[config.mk]
export PLATFORM = sky130hd
export DESIGN_NAME = io_port
export DESIGN_NICKNAME = d
export VERILOG_FILES = /design/src/io_port_pkg.sv /design/src/io_port.sv
export SDC_FILE = /design/constraint.sdc
export NUM_CORES = 1
export LEC_CHECK = 0
export BUFFER_PORTS_ARGS = -buffer_cell sky130_fd_sc_hd__clkbuf_2
export CAP_MARGIN = 20
export CORE_ASPECT_RATIO = 2
export CORE_MARGIN = 2
export CORE_UTILIZATION = 25
export DETAILED_ROUTE_END_ITERATION = 12
export PLACE_DENSITY = 0.48
export SYNTH_ARGS = -nofsm -noshare
export SYNTH_HDL_FRONTEND = slang
export SYNTH_SLANG_ARGS = --single-unit
export TNS_END_PERCENT = 100
[constraint.sdc]
create_clock -name core_clk_i -period 2.49 [get_ports core_clk_i]
set_input_delay 0.498 -clock core_clk_i [delete_from_list [all_inputs] [get_ports core_clk_i]]
set_output_delay 0.498 -clock core_clk_i [all_outputs]
set_load 0.005 [all_outputs]
[src/io_port_pkg.sv]
// Constants, register map and carrier types for the six-bit I/O port.
// Assumes a single core clock and an APB register bus with 32-bit data.
// Functional notes
// - Output latch write equals level register write
// - Latch reads latch; level reads sampled pins
// - Direction one makes pin input, driver off
// - Direction zero drives latch value onto pin
// - Port is six bits, one input-only
// - Pin three input-only; direction reads one
// - Port writes merge written bits over sampled pins
// - Pin three reads zero under master clear enable
// - Direction bits still govern analog pins
// - Analog pins read zero digitally
// - Analog pins cannot raise change events
// - Analog select disables digital input buffer
// - Outputs still drive pins in analog mode
// - Highest enabled peripheral wins; latch lowest
// - Analog path needs peripheral enable and mux
// - Gate pin select picks pin three or four
// - Steering leaves direction bits, unselected pin alone
// - Unused steering bits read zero, ignore writes
// - Peripheral-owned pin denies general-purpose use
// - Analog select bits reset to analog
package io_port_pkg;

  localparam int PORT_WIDTH = 6;
  localparam int PERIPH_SLOTS = 3;
  localparam int INPUT_ONLY_PIN = 3;
  localparam int GATE_ALT_PIN = 3;
  localparam int GATE_DEF_PIN = 4;

  // Register byte offsets on the bus
  localparam logic [7:0] OFS_PIN_LEVEL = 8'h00;
  localparam logic [7:0] OFS_DIRECTION = 8'h04;
  localparam logic [7:0] OFS_OUT_LATCH = 8'h08;
  localparam logic [7:0] OFS_ANALOG_SEL = 8'h0c;
  localparam logic [7:0] OFS_STEERING = 8'h10;

  // Steering register field
  localparam int GATE_SEL_BIT = 4;

  // Reset values
  localparam logic [5:0] DIRECTION_RST = 6'h3f;
  localparam logic [5:0] OUT_LATCH_RST = 6'h00;
  localparam logic [5:0] ANALOG_SEL_RST = 6'h3f;
  localparam logic GATE_SEL_RST = 1'b0;

  // Writable latch and direction bits; pin three has none
  localparam logic [5:0] WRITABLE_MASK = 6'h37;

  // Peripheral drive requests for one pin, slot zero is highest
  typedef struct packed {
    logic [PERIPH_SLOTS-1:0] en;
    logic [PERIPH_SLOTS-1:0] dat;
  } periph_drive_t;

  // Analog input request for one pin
  typedef struct packed {
    logic periph_en;
    logic mux_sel;
  } analog_req_t;

endpackage : io_port_pkg

[src/io_port.sv]
// Six-bit general-purpose port with pin steering and output priority.
// Assumes pins arrive asynchronously; peripheral requests and the master
// clear enable come from core-clock logic.
//
// The register offsets and the APB register port are this design's own decisions.
`timescale 1ns/1ps
module io_port (
  input wire logic core_clk_i,
  input wire logic nrst_i,
  input wire logic clk_en_i,
  // APB slave
  input wire logic psel_i,
  input wire logic penable_i,
  input wire logic pwrite_i,
  input wire logic [7:0] paddr_i,
  input wire logic [31:0] pwdata_i,
  input wire logic [3:0] pstrb_i,
  output logic [31:0] prdata_o,
  output logic pready_o,
  output logic pslverr_o,
  // Pins
  input wire logic [5:0] pin_in_i,
  output logic [5:0] pin_out_o,
  output logic [5:0] pin_oe_o,
  output logic [5:0] input_buf_en_o,
  // Peripheral side
  input wire io_port_pkg::periph_drive_t [5:0] periph_drive_i,
  input wire io_port_pkg::analog_req_t [5:0] analog_req_i,
  input wire logic master_clear_pin_enable_i,
  output logic [5:0] analog_path_en_o,
  output logic [5:0] digital_in_o,
  output logic timer_gate_input_o
);

  // Highest-priority enabled slot and its data
  function automatic logic pick_first(
    input logic [io_port_pkg::PERIPH_SLOTS-1:0] en,
    input logic [io_port_pkg::PERIPH_SLOTS-1:0] dat
  );
    logic r;
    r = 1'b0;
    for (int s = io_port_pkg::PERIPH_SLOTS - 1; s >= 0; s--) begin
      if (en[s]) begin
        r = dat[s];
      end
    end
    return r;
  endfunction : pick_first

  logic [5:0] pin_meta_q;
  logic [5:0] pin_sync_q;
  logic [5:0] direction_reg_q;
  logic [5:0] output_latch_reg_q;
  logic [5:0] analog_select_reg_q;
  logic gate_pin_select_q;
  logic [31:0] prdata_q;
  logic pready_q;
  logic pslverr_q;
  logic [5:0] pin_out_q;
  logic [5:0] pin_oe_q;
  logic [5:0] input_buf_en_q;
  logic [5:0] analog_path_en_q;
  logic [5:0] digital_in_q;
  logic timer_gate_q;

  logic [5:0] digital_in_d;
  logic [5:0] level_read;
  logic [5:0] direction_read;
  logic [5:0] latch_read;
  logic [7:0] steering_read;
  logic setup_phase;
  logic access_write;
  logic addr_hit;
  logic [31:0] read_data;
  logic [5:0] port_write_val;
  logic [5:0] pin_out_d;
  logic [5:0] pin_oe_d;

  // Two-flop pin synchroniser
  always_ff @(posedge core_clk_i) begin
    if (!nrst_i) begin
      pin_meta_q <= 6'h00;
      pin_sync_q <= 6'h00;
    end else if (clk_en_i) begin
      pin_meta_q <= pin_in_i;
      pin_sync_q <= pin_meta_q;
    end
  end

  // Digital view of the pins, analog pins forced low
  always_comb begin
    digital_in_d = pin_sync_q & ~analog_select_reg_q;
    level_read = digital_in_d;
    if (master_clear_pin_enable_i) begin
      level_read[io_port_pkg::INPUT_ONLY_PIN] = 1'b0;
    end
    direction_read = direction_reg_q;
    direction_read[io_port_pkg::INPUT_ONLY_PIN] = 1'b1;
    latch_read = output_latch_reg_q & io_port_pkg::WRITABLE_MASK;
    steering_read = 8'h00;
    steering_read[io_port_pkg::GATE_SEL_BIT] = gate_pin_select_q;
  end

  // Bus decode
  assign setup_phase = psel_i & ~penable_i;
  assign access_write = psel_i & penable_i & pready_q & pwrite_i;

  always_comb begin
    addr_hit = 1'b1;
    read_data = 32'h0000_0000;
    case (paddr_i)
      io_port_pkg::OFS_PIN_LEVEL: begin
        read_data[5:0] = level_read;
      end
      io_port_pkg::OFS_DIRECTION: begin
        read_data[5:0] = direction_read;
      end
      io_port_pkg::OFS_OUT_LATCH: begin
        read_data[5:0] = latch_read;
      end
      io_port_pkg::OFS_ANALOG_SEL: begin
        read_data[5:0] = analog_select_reg_q;
      end
      io_port_pkg::OFS_STEERING: begin
        read_data[7:0] = steering_read;
      end
      default: begin
        addr_hit = 1'b0;
      end
    endcase
  end

  // Ready one cycle after setup, read data captured with it
  always_ff @(posedge core_clk_i) begin
    if (!nrst_i) begin
      pready_q <= 1'b0;
      prdata_q <= 32'h0000_0000;
      pslverr_q <= 1'b0;
    end else if (clk_en_i) begin
      pready_q <= setup_phase;
      if (setup_phase) begin
        prdata_q <= pwrite_i ? 32'h0000_0000 : read_data;
        pslverr_q <= ~addr_hit;
      end else begin
        prdata_q <= 32'h0000_0000;
        pslverr_q <= 1'b0;
      end
    end
  end

  // Written bits merged over the digital pin view; analog pins read zero
  always_comb begin
    port_write_val = pstrb_i[0] ? pwdata_i[5:0] : digital_in_d;
  end

  // Output latch, reached through both level and latch offsets
  always_ff @(posedge core_clk_i) begin
    if (!nrst_i) begin
      output_latch_reg_q <= io_port_pkg::OUT_LATCH_RST;
    end else if (clk_en_i && access_write) begin
      if (paddr_i == io_port_pkg::OFS_PIN_LEVEL ||
          paddr_i == io_port_pkg::OFS_OUT_LATCH) begin
        output_latch_reg_q <= port_write_val & io_port_pkg::WRITABLE_MASK;
      end
    end
  end

  // Direction register; pin three stays an input
  always_ff @(posedge core_clk_i) begin
    if (!nrst_i) begin
      direction_reg_q <= io_port_pkg::DIRECTION_RST;
    end else if (clk_en_i && access_write && pstrb_i[0] &&
                 paddr_i == io_port_pkg::OFS_DIRECTION) begin
      direction_reg_q <= (pwdata_i[5:0] & io_port_pkg::WRITABLE_MASK) |
                         ~io_port_pkg::WRITABLE_MASK;
    end
  end

  // Analog select, all analog after reset
  always_ff @(posedge core_clk_i) begin
    if (!nrst_i) begin
      analog_select_reg_q <= io_port_pkg::ANALOG_SEL_RST;
    end else if (clk_en_i && access_write && pstrb_i[0] &&
                 paddr_i == io_port_pkg::OFS_ANALOG_SEL) begin
      analog_select_reg_q <= pwdata_i[5:0];
    end
  end

  // Steering register holds only the gate pin select
  always_ff @(posedge core_clk_i) begin
    if (!nrst_i) begin
      gate_pin_select_q <= io_port_pkg::GATE_SEL_RST;
    end else if (clk_en_i && access_write && pstrb_i[0] &&
                 paddr_i == io_port_pkg::OFS_STEERING) begin
      gate_pin_select_q <= pwdata_i[io_port_pkg::GATE_SEL_BIT];
    end
  end

  // Per-pin output resolution
  generate
    for (genvar p = 0; p < io_port_pkg::PORT_WIDTH; p++) begin : g_pin
      logic owned;
      assign owned = |periph_drive_i[p].en;
      always_comb begin
        if (p == io_port_pkg::INPUT_ONLY_PIN) begin
          pin_out_d[p] = 1'b0;
          pin_oe_d[p] = 1'b0;
        end else if (owned) begin
          // Peripheral drives regardless of analog select
          pin_out_d[p] = pick_first(periph_drive_i[p].en,
                                    periph_drive_i[p].dat);
          pin_oe_d[p] = 1'b1;
        end else begin
          pin_out_d[p] = output_latch_reg_q[p];
          pin_oe_d[p] = ~direction_reg_q[p];
        end
      end
    end
  endgenerate

  // Registered pin drive
  always_ff @(posedge core_clk_i) begin
    if (!nrst_i) begin
      pin_out_q <= 6'h00;
      pin_oe_q <= 6'h00;
    end else if (clk_en_i) begin
      pin_out_q <= pin_out_d;
      pin_oe_q <= pin_oe_d;
    end
  end

  // Input buffer and analog path enables
  always_ff @(posedge core_clk_i) begin
    if (!nrst_i) begin
      input_buf_en_q <= 6'h00;
      analog_path_en_q <= 6'h00;
    end else if (clk_en_i) begin
      input_buf_en_q <= ~analog_select_reg_q;
      for (int p = 0; p < io_port_pkg::PORT_WIDTH; p++) begin
        analog_path_en_q[p] <= analog_req_i[p].periph_en &
                               analog_req_i[p].mux_sel;
      end
    end
  end

  // Digital inputs to change detection and the timer gate
  always_ff @(posedge core_clk_i) begin
    if (!nrst_i) begin
      digital_in_q <= 6'h00;
      timer_gate_q <= 1'b0;
    end else if (clk_en_i) begin
      digital_in_q <= digital_in_d;
      // Only the selected pin feeds the gate; direction untouched
      timer_gate_q <= gate_pin_select_q ?
                      digital_in_d[io_port_pkg::GATE_ALT_PIN] :
                      digital_in_d[io_port_pkg::GATE_DEF_PIN];
    end
  end

  assign prdata_o = prdata_q;
  assign pready_o = pready_q;
  assign pslverr_o = pslverr_q;
  assign pin_out_o = pin_out_q;
  assign pin_oe_o = pin_oe_q;
  assign input_buf_en_o = input_buf_en_q;
  assign analog_path_en_o = analog_path_en_q;
  assign digital_in_o = digital_in_q;
  assign timer_gate_input_o = timer_gate_q;

endmodule : io_port

==> impl_metrics.yaml, run 1 <==
sta:
  fin_hold_ws_ps: 405
  layout_min_cycle_time_ps: 1980
  fmax_mhz: 504
  finalCritPeriodShare_pct: 79.6
  tns_ps: 0
  skew_ps: 7.94
  rsz0062_at_grt: "false"
  setup_viol: 0
  report.final.slew_viol_count: 0
  worst_pin_slew_ps: 753
  setup_ws_ps: 508
  hold_viol: 0
  maxSlewHeadroom_pct: 49.7
floorplan:
  start_util_pct: 25.4
  io_pins: 170
  num_rows: 58
  core_area_um2: 12400
  die_h_um: 163
  die_area_um2: 13600
  die_x_um: 83.4
setup_path:
  critPathMaxFanout: 14
  slowest_stage: "or4_4"
  r2r-end: "output_latch_reg_q[0]"
  required_ps: 2690
  end_kind: "register"
  worstSetupPathType: "input pin to register"
  r2r_setup_slack_ps: 750
  path_cells: "clkbuf_2 -> or4_4 -> or2_4 -> or3_1 -> mux2i_1"
  cp.arrival_ps: 2190
  rr_worst_depth: 4
  rr_startpoint: "pready_o"
  start_kind: "input pin"
  cpPeakStageDelay_ps: 570
finish:
  fillers: 1333
  finalNetCount: 585
  design_area_um2: 4030
  syn2layout_area_growth_pct: 27.8
  final_layout_size_suffix_gt1_share_pct: 28.7
  post-route-util_pct: 32.5
  n_antenna_cell: 0
drt:
  drt-initial-drc-count: 171
  vias: 2912
  drtAntennaViolNets: 0
  dr.pass1.iters: 5
  vias_per_cell: 4.59
  wl_per_cell_um: 14.0
  route.detailed.drc: 0
  routed_wl_um: 8850
hold_path:
  hp-start: "pin_in_i[3]"
  hold_path_end: "pin_meta_q[3]"
  holdPathStages: 3
  hold_class: "input pin to register"
global_routing:
  grt_remaining_overflow: 0
  grt_pass1_wl_um: 13900
  grt_pass1_vias: 2659
  grt_usage_pct: 13.0
  antenna_found_initial: 0
  grt_max_degree: 56
synth:
  synth_seq_cells: 66
  syn_inst: 379
  ys_seq_area_share_pct: 41.9
  netlist_area_um2: 3150
  syn_avg_cell_area_um2: 8.32
  ys_types: 41
  yosys_warnings: 0
power_and_ir_drop:
  ir_drop_mv: 0.335
  p_int_mw: 2.01
  power.switching_mw: 0.594
  leakage_nw: 1.70
  p_comb_share_pct: 9.1
  pwr-share-seq_pct: 42.3
  swShare_pct: 22.8
  power_density_nw_per_um2: 647
  pwr-share-clk_pct: 48.7
cts:
  numClockSinks: 66
  cts.htree.levels: 3
  root_buffer: "clkbuf_16"
  cts_buffer_depth: 2
  post_cts_buffers: 0
  ctsHoldBuffers: 0
  worstSkewPairLatency_ps: 330
  cts_made_buffers: 9
  clkSlewWorstSetupHoldPaths_ps: 60
  cts-resized-gates: 0
  cts_tree: "built"
placed_design:
  place_congestion: 0.818
  dpl_cell_area_um2: 3720
  place_hpwl_um: 6570
  dpl_worst_slack_ps: 166
  portBuffers: 106
flow_run:
  max-cap-violations: 0
outcome:
  status: "finished, final reports clean"
kinds of logic after synthesis:
| logic type | Yosys count | share of synthesized area [%] |
|---|---|---|
| AOI/OAI and AO/OA | 74 | 15.2 |
| buffers and inverters | 55 | 10.2 |
| DFF | 66 | 41.9 |
| muxes | 21 | 6.71 |
| other | 1 | 0.119 |
| and+or+nand+nor | 162 | 25.9 |
per-stage QoR:
step                      instances  power (mW)
after floorplan                 406        1.28
after global placement          619        1.36
after detailed placement        619        1.36
after CTS                       634        2.64
after global routing            634        2.73
final                           634        2.61
cell usage after synthesis:
master	instances	area (um2)
a2111oi_0	5	43.8
a211oi_1	6	45.0
a21oi_1	25	125
a221oi_1	4	35.0
a22o_1	4	35.0
a22oi_1	5	37.5
a2bb2oi_1	1	8.76
a31oi_1	5	31.3
and4_1	2	17.5
buf_1	5	18.8
buf_2	2	10.0
buf_4	28	210
buf_6	1	11.3
clkbuf_1	15	56.3
clkinv_1	1	3.75
conb_1	1	3.75
dfxtp_1	66	1320
inv_1	3	11.3
mux2_2	1	11.3
mux2i_1	20	200
nand2_1	32	120
nand2b_1	10	62.6
nand3_1	22	110
nand3b_1	2	15.0
nand4_1	5	31.3
nand4b_1	1	8.76
nor2_1	40	150
nor2_2	1	6.26
nor2b_1	10	62.6
nor3_1	16	80.1
nor3b_1	9	67.6
nor4_1	1	6.26
o21ai_0	11	55.1
o22ai_1	1	6.26
o31ai_1	6	45.0
o32a_1	1	10.0
or2_2	6	37.5
or2_4	1	8.76
or3_1	2	12.5
or4_1	1	7.51
or4_4	1	11.3
cell type report:
cell class / count / area (um2) / share of cell area [%]
clock inverter: 4 / 51.3 / 1.27
inverter: 4 / 15.0 / 0.373
timing repair buffer: 114 / 591 / 14.7
tap: 150 / 188 / 4.66
sequential: 66 / 1320 / 32.8
clock buffer: 11 / 253 / 6.27
multi-input combinational: 285 / 1610 / 40.0
worst max-delay path: cells and delay by family:
family,cells,cell delay [ps]
and+or+nand+nor,3,1410
muxes,1,150
buffers and inverters,1,130
layer usage:
layer / global-route usage (%) / wire length (um) / vias to the layer above
met4: 5.66 / 201 / 0
met3: 2.84 / 733 / 11
met1: 17.5 / 3890 / 1285
met5: 0 / 0 / -
met2: 19.9 / 4030 / 117
li1: - / - / 1499
layout by cell type, fill, tap and decap left out, types with 3 or more instances in the layout:
cell type,count
dfxtp_1,66
nand2b_1,10
inv_1,3
mux2i_1,20
nand2_1,32
a211oi_1,6
buf_4,8
clkbuf_2,106
nor2_1,40
o21ai_0,11
nand4_1,5
nor3_1,16
clkbuf_16,9
a21oi_1,25
nor3b_1,9
a22o_1,4
nand3_1,22
a2111oi_0,5
nor2b_1,10
o31ai_1,6
or2_2,6
a22oi_1,5
a31oi_1,5
a221oi_1,4
conb_1,28
power by group through the flow:
stage	clock network (mW)	logic, mW	registers, mW
after floorplan	0	0.153	1.12
after global placement	0	0.236	1.12
after detailed placement	0	0.238	1.12
after CTS	1.30	0.239	1.10
after global routing	1.35	0.267	1.11
final	1.27	0.236	1.10
worst max-delay path by stage:
stage               start                      to  slack (ps)
2_1_floorplan  paddr_i[5]  analog_select_reg_q[0]         360
3_3_place_gp   paddr_i[4]  analog_select_reg_q[1]         160
3_5_place_dp   paddr_i[4]  analog_select_reg_q[4]         170
4_1_cts        paddr_i[4]  analog_select_reg_q[2]         510
5_1_grt        paddr_i[4]  analog_select_reg_q[2]         440
6_report       paddr_i[4]  analog_select_reg_q[0]         510
flip-flops by register name, indices dropped and copies added (netlist names):
register	flops
analog_path_en_o	6
analog_select_reg_q	6
digital_in_o	6
direction_reg_q	5
gate_pin_select_q	1
input_buf_en_o	6
output_latch_reg_q	5
pin_meta_q	6
pin_oe_o	5
pin_out_o	5
pin_sync_q	6
prdata_o	6
pready_o	1
pslverr_o	1
timer_gate_input_o	1
Note: power is estimated with default switching activity, not from simulation.
==> run 2: changes to the inputs <==
Settings changed: PLACE_DENSITY 0.48 to 0.5.
Clock period 2.49 ns to 1.75 ns, I/O delays scaled along.
==> run 2 against run 1 <==
Clock power increased by 43%. Power increased by 44%. Die area unchanged. Worst setup slack got worse by 410 ps. Non-clock buffer count increased by 21. Critical path depth unchanged.
==> impl_metrics.yaml, run 2 (synthesized netlist as in run 1, its figures left out) <==
global_routing:
  grt_usage_pct: 13.2
  grt_max_degree: 43
  grt_remaining_overflow: 0
  antenna_found_initial: 0
  grt_pass1_vias: 2779
  grt_pass1_wl_um: 14200
cts:
  cts_tree: "built"
  clkSlewWorstSetupHoldPaths_ps: 60
  root_buffer: "clkbuf_16"
  cts-resized-gates: 0
  post_cts_buffers: 0
  cts_buffer_depth: 2
  worstSkewPairLatency_ps: 330
  cts.htree.levels: 3
  cts_made_buffers: 9
  numClockSinks: 66
  ctsHoldBuffers: 0
hold_path:
  hold_class: "input pin to register"
power_and_ir_drop:
  power_density_nw_per_um2: 882
  ir_drop_mv: 0.762
  leakage_nw: 1.80
finish:
  layout_common_cells: "clkbuf_2 (106), dfxtp_1 (66), nor2_1 (40), nand2_1 (32), buf_4 (29)"
  mostFrequentLayoutCell: "clkbuf_2"
  final_layout_size_suffix_gt1_share_pct: 32.4
  n_antenna_cell: 0
  final_cells: 656
  finalNetCount: 606
  post-route-util_pct: 34.2
  design_area_um2: 4240
  syn2layout_area_growth_pct: 34.6
drt:
  routed_wl_um: 8940
  drt-initial-drc-count: 134
  drtAntennaViolNets: 0
  vias_per_cell: 4.59
  dr.pass1.iters: 4
  route.detailed.drc: 0
  wl_per_cell_um: 13.6
  vias: 3014
placed_design:
  dp.cells: 640
  place_hpwl_um: 6850
  dpl_worst_slack_ps: -264
  dpl_cell_area_um2: 3940
  portBuffers: 106
  place_congestion: 0.840
sta:
  hold_viol: 0
  report.final.slew_viol_count: 0
  fmax_mhz: 604
  tns_ps: 0
  finalCritPeriodShare_pct: 94.7
  setup_viol: 0
  layout_min_cycle_time_ps: 1660
  skew_ps: 5.63
  rsz0062_at_grt: "false"
  setup_ws_ps: 93.2
floorplan:
  core_area_um2: 12400
  die_x_um: 83.4
  die_area_um2: 13600
  num_rows: 58
  io_pins: 170
  start_util_pct: 25.4
  die_h_um: 163
outcome:
  status: "finished, final reports clean"
flow_run:
  max-cap-violations: 0
setup_path:
  required_ps: 1970
  cp.arrival_ps: 1870
  worstSetupPathType: "input pin to register"
  critPathMaxFanout: 10
  end_kind: "register"
  start_kind: "input pin"
run 2: through the flow:
step,power (mW),hold slack (ps)
after floorplan,1.82,438
after detailed placement,1.96,450
final,3.74,253
after global routing,3.91,282
after global placement,1.96,450
after CTS,3.80,243
run 2: area by class of cell:
class                           count  area (um2)
Sequential cell                    66        1320
Multi-Input combinational cell    285        1670
Fill cell                        1348        8170
Clock inverter                      6        65.1
Timing Repair Buffer              135         748
Inverter                            4        15.0
Clock buffer                       10         239
Tap cell                          150         188
run 2: worst max-delay path, stage by stage:
cell and delay (ps):
clkbuf_2 100, or4_4 510, or2_4 310, or3_1 440
mux2i_1 160
run 2: path summary, 6_finish.rpt:
check,start,end,slack [ps],depth (start not counted)
worst max-delay path,paddr_i[4],analog_select_reg_q[2],90,5
worst min-delay path,pin_in_i[0],pin_meta_q[0],250,3
worst max register to register,pready_o,output_latch_reg_q[1],200,4
worst min register to register,prdata_o[3],prdata_o[3],460,2
run 2: per-layer routing:
metal  track usage (%)  wire, um  part of all wire [%]
met1              17.0      3990                    45
met2              20.4      4030                    45
met3              3.24       729                   8.2
met4              6.63       194                   2.2
met5                 0         0                     0
run 2: where the power goes:
| group | internal (mW) | switching, mW | total, mW | leakage, nW |
|---|---|---|---|---|
| combinational | 0.161 | 0.196 | 0.357 | 1.11 |
| sequential | 1.55 | 0.0219 | 1.57 | 0.538 |
| clock | 1.14 | 0.675 | 1.82 | 0.149 |
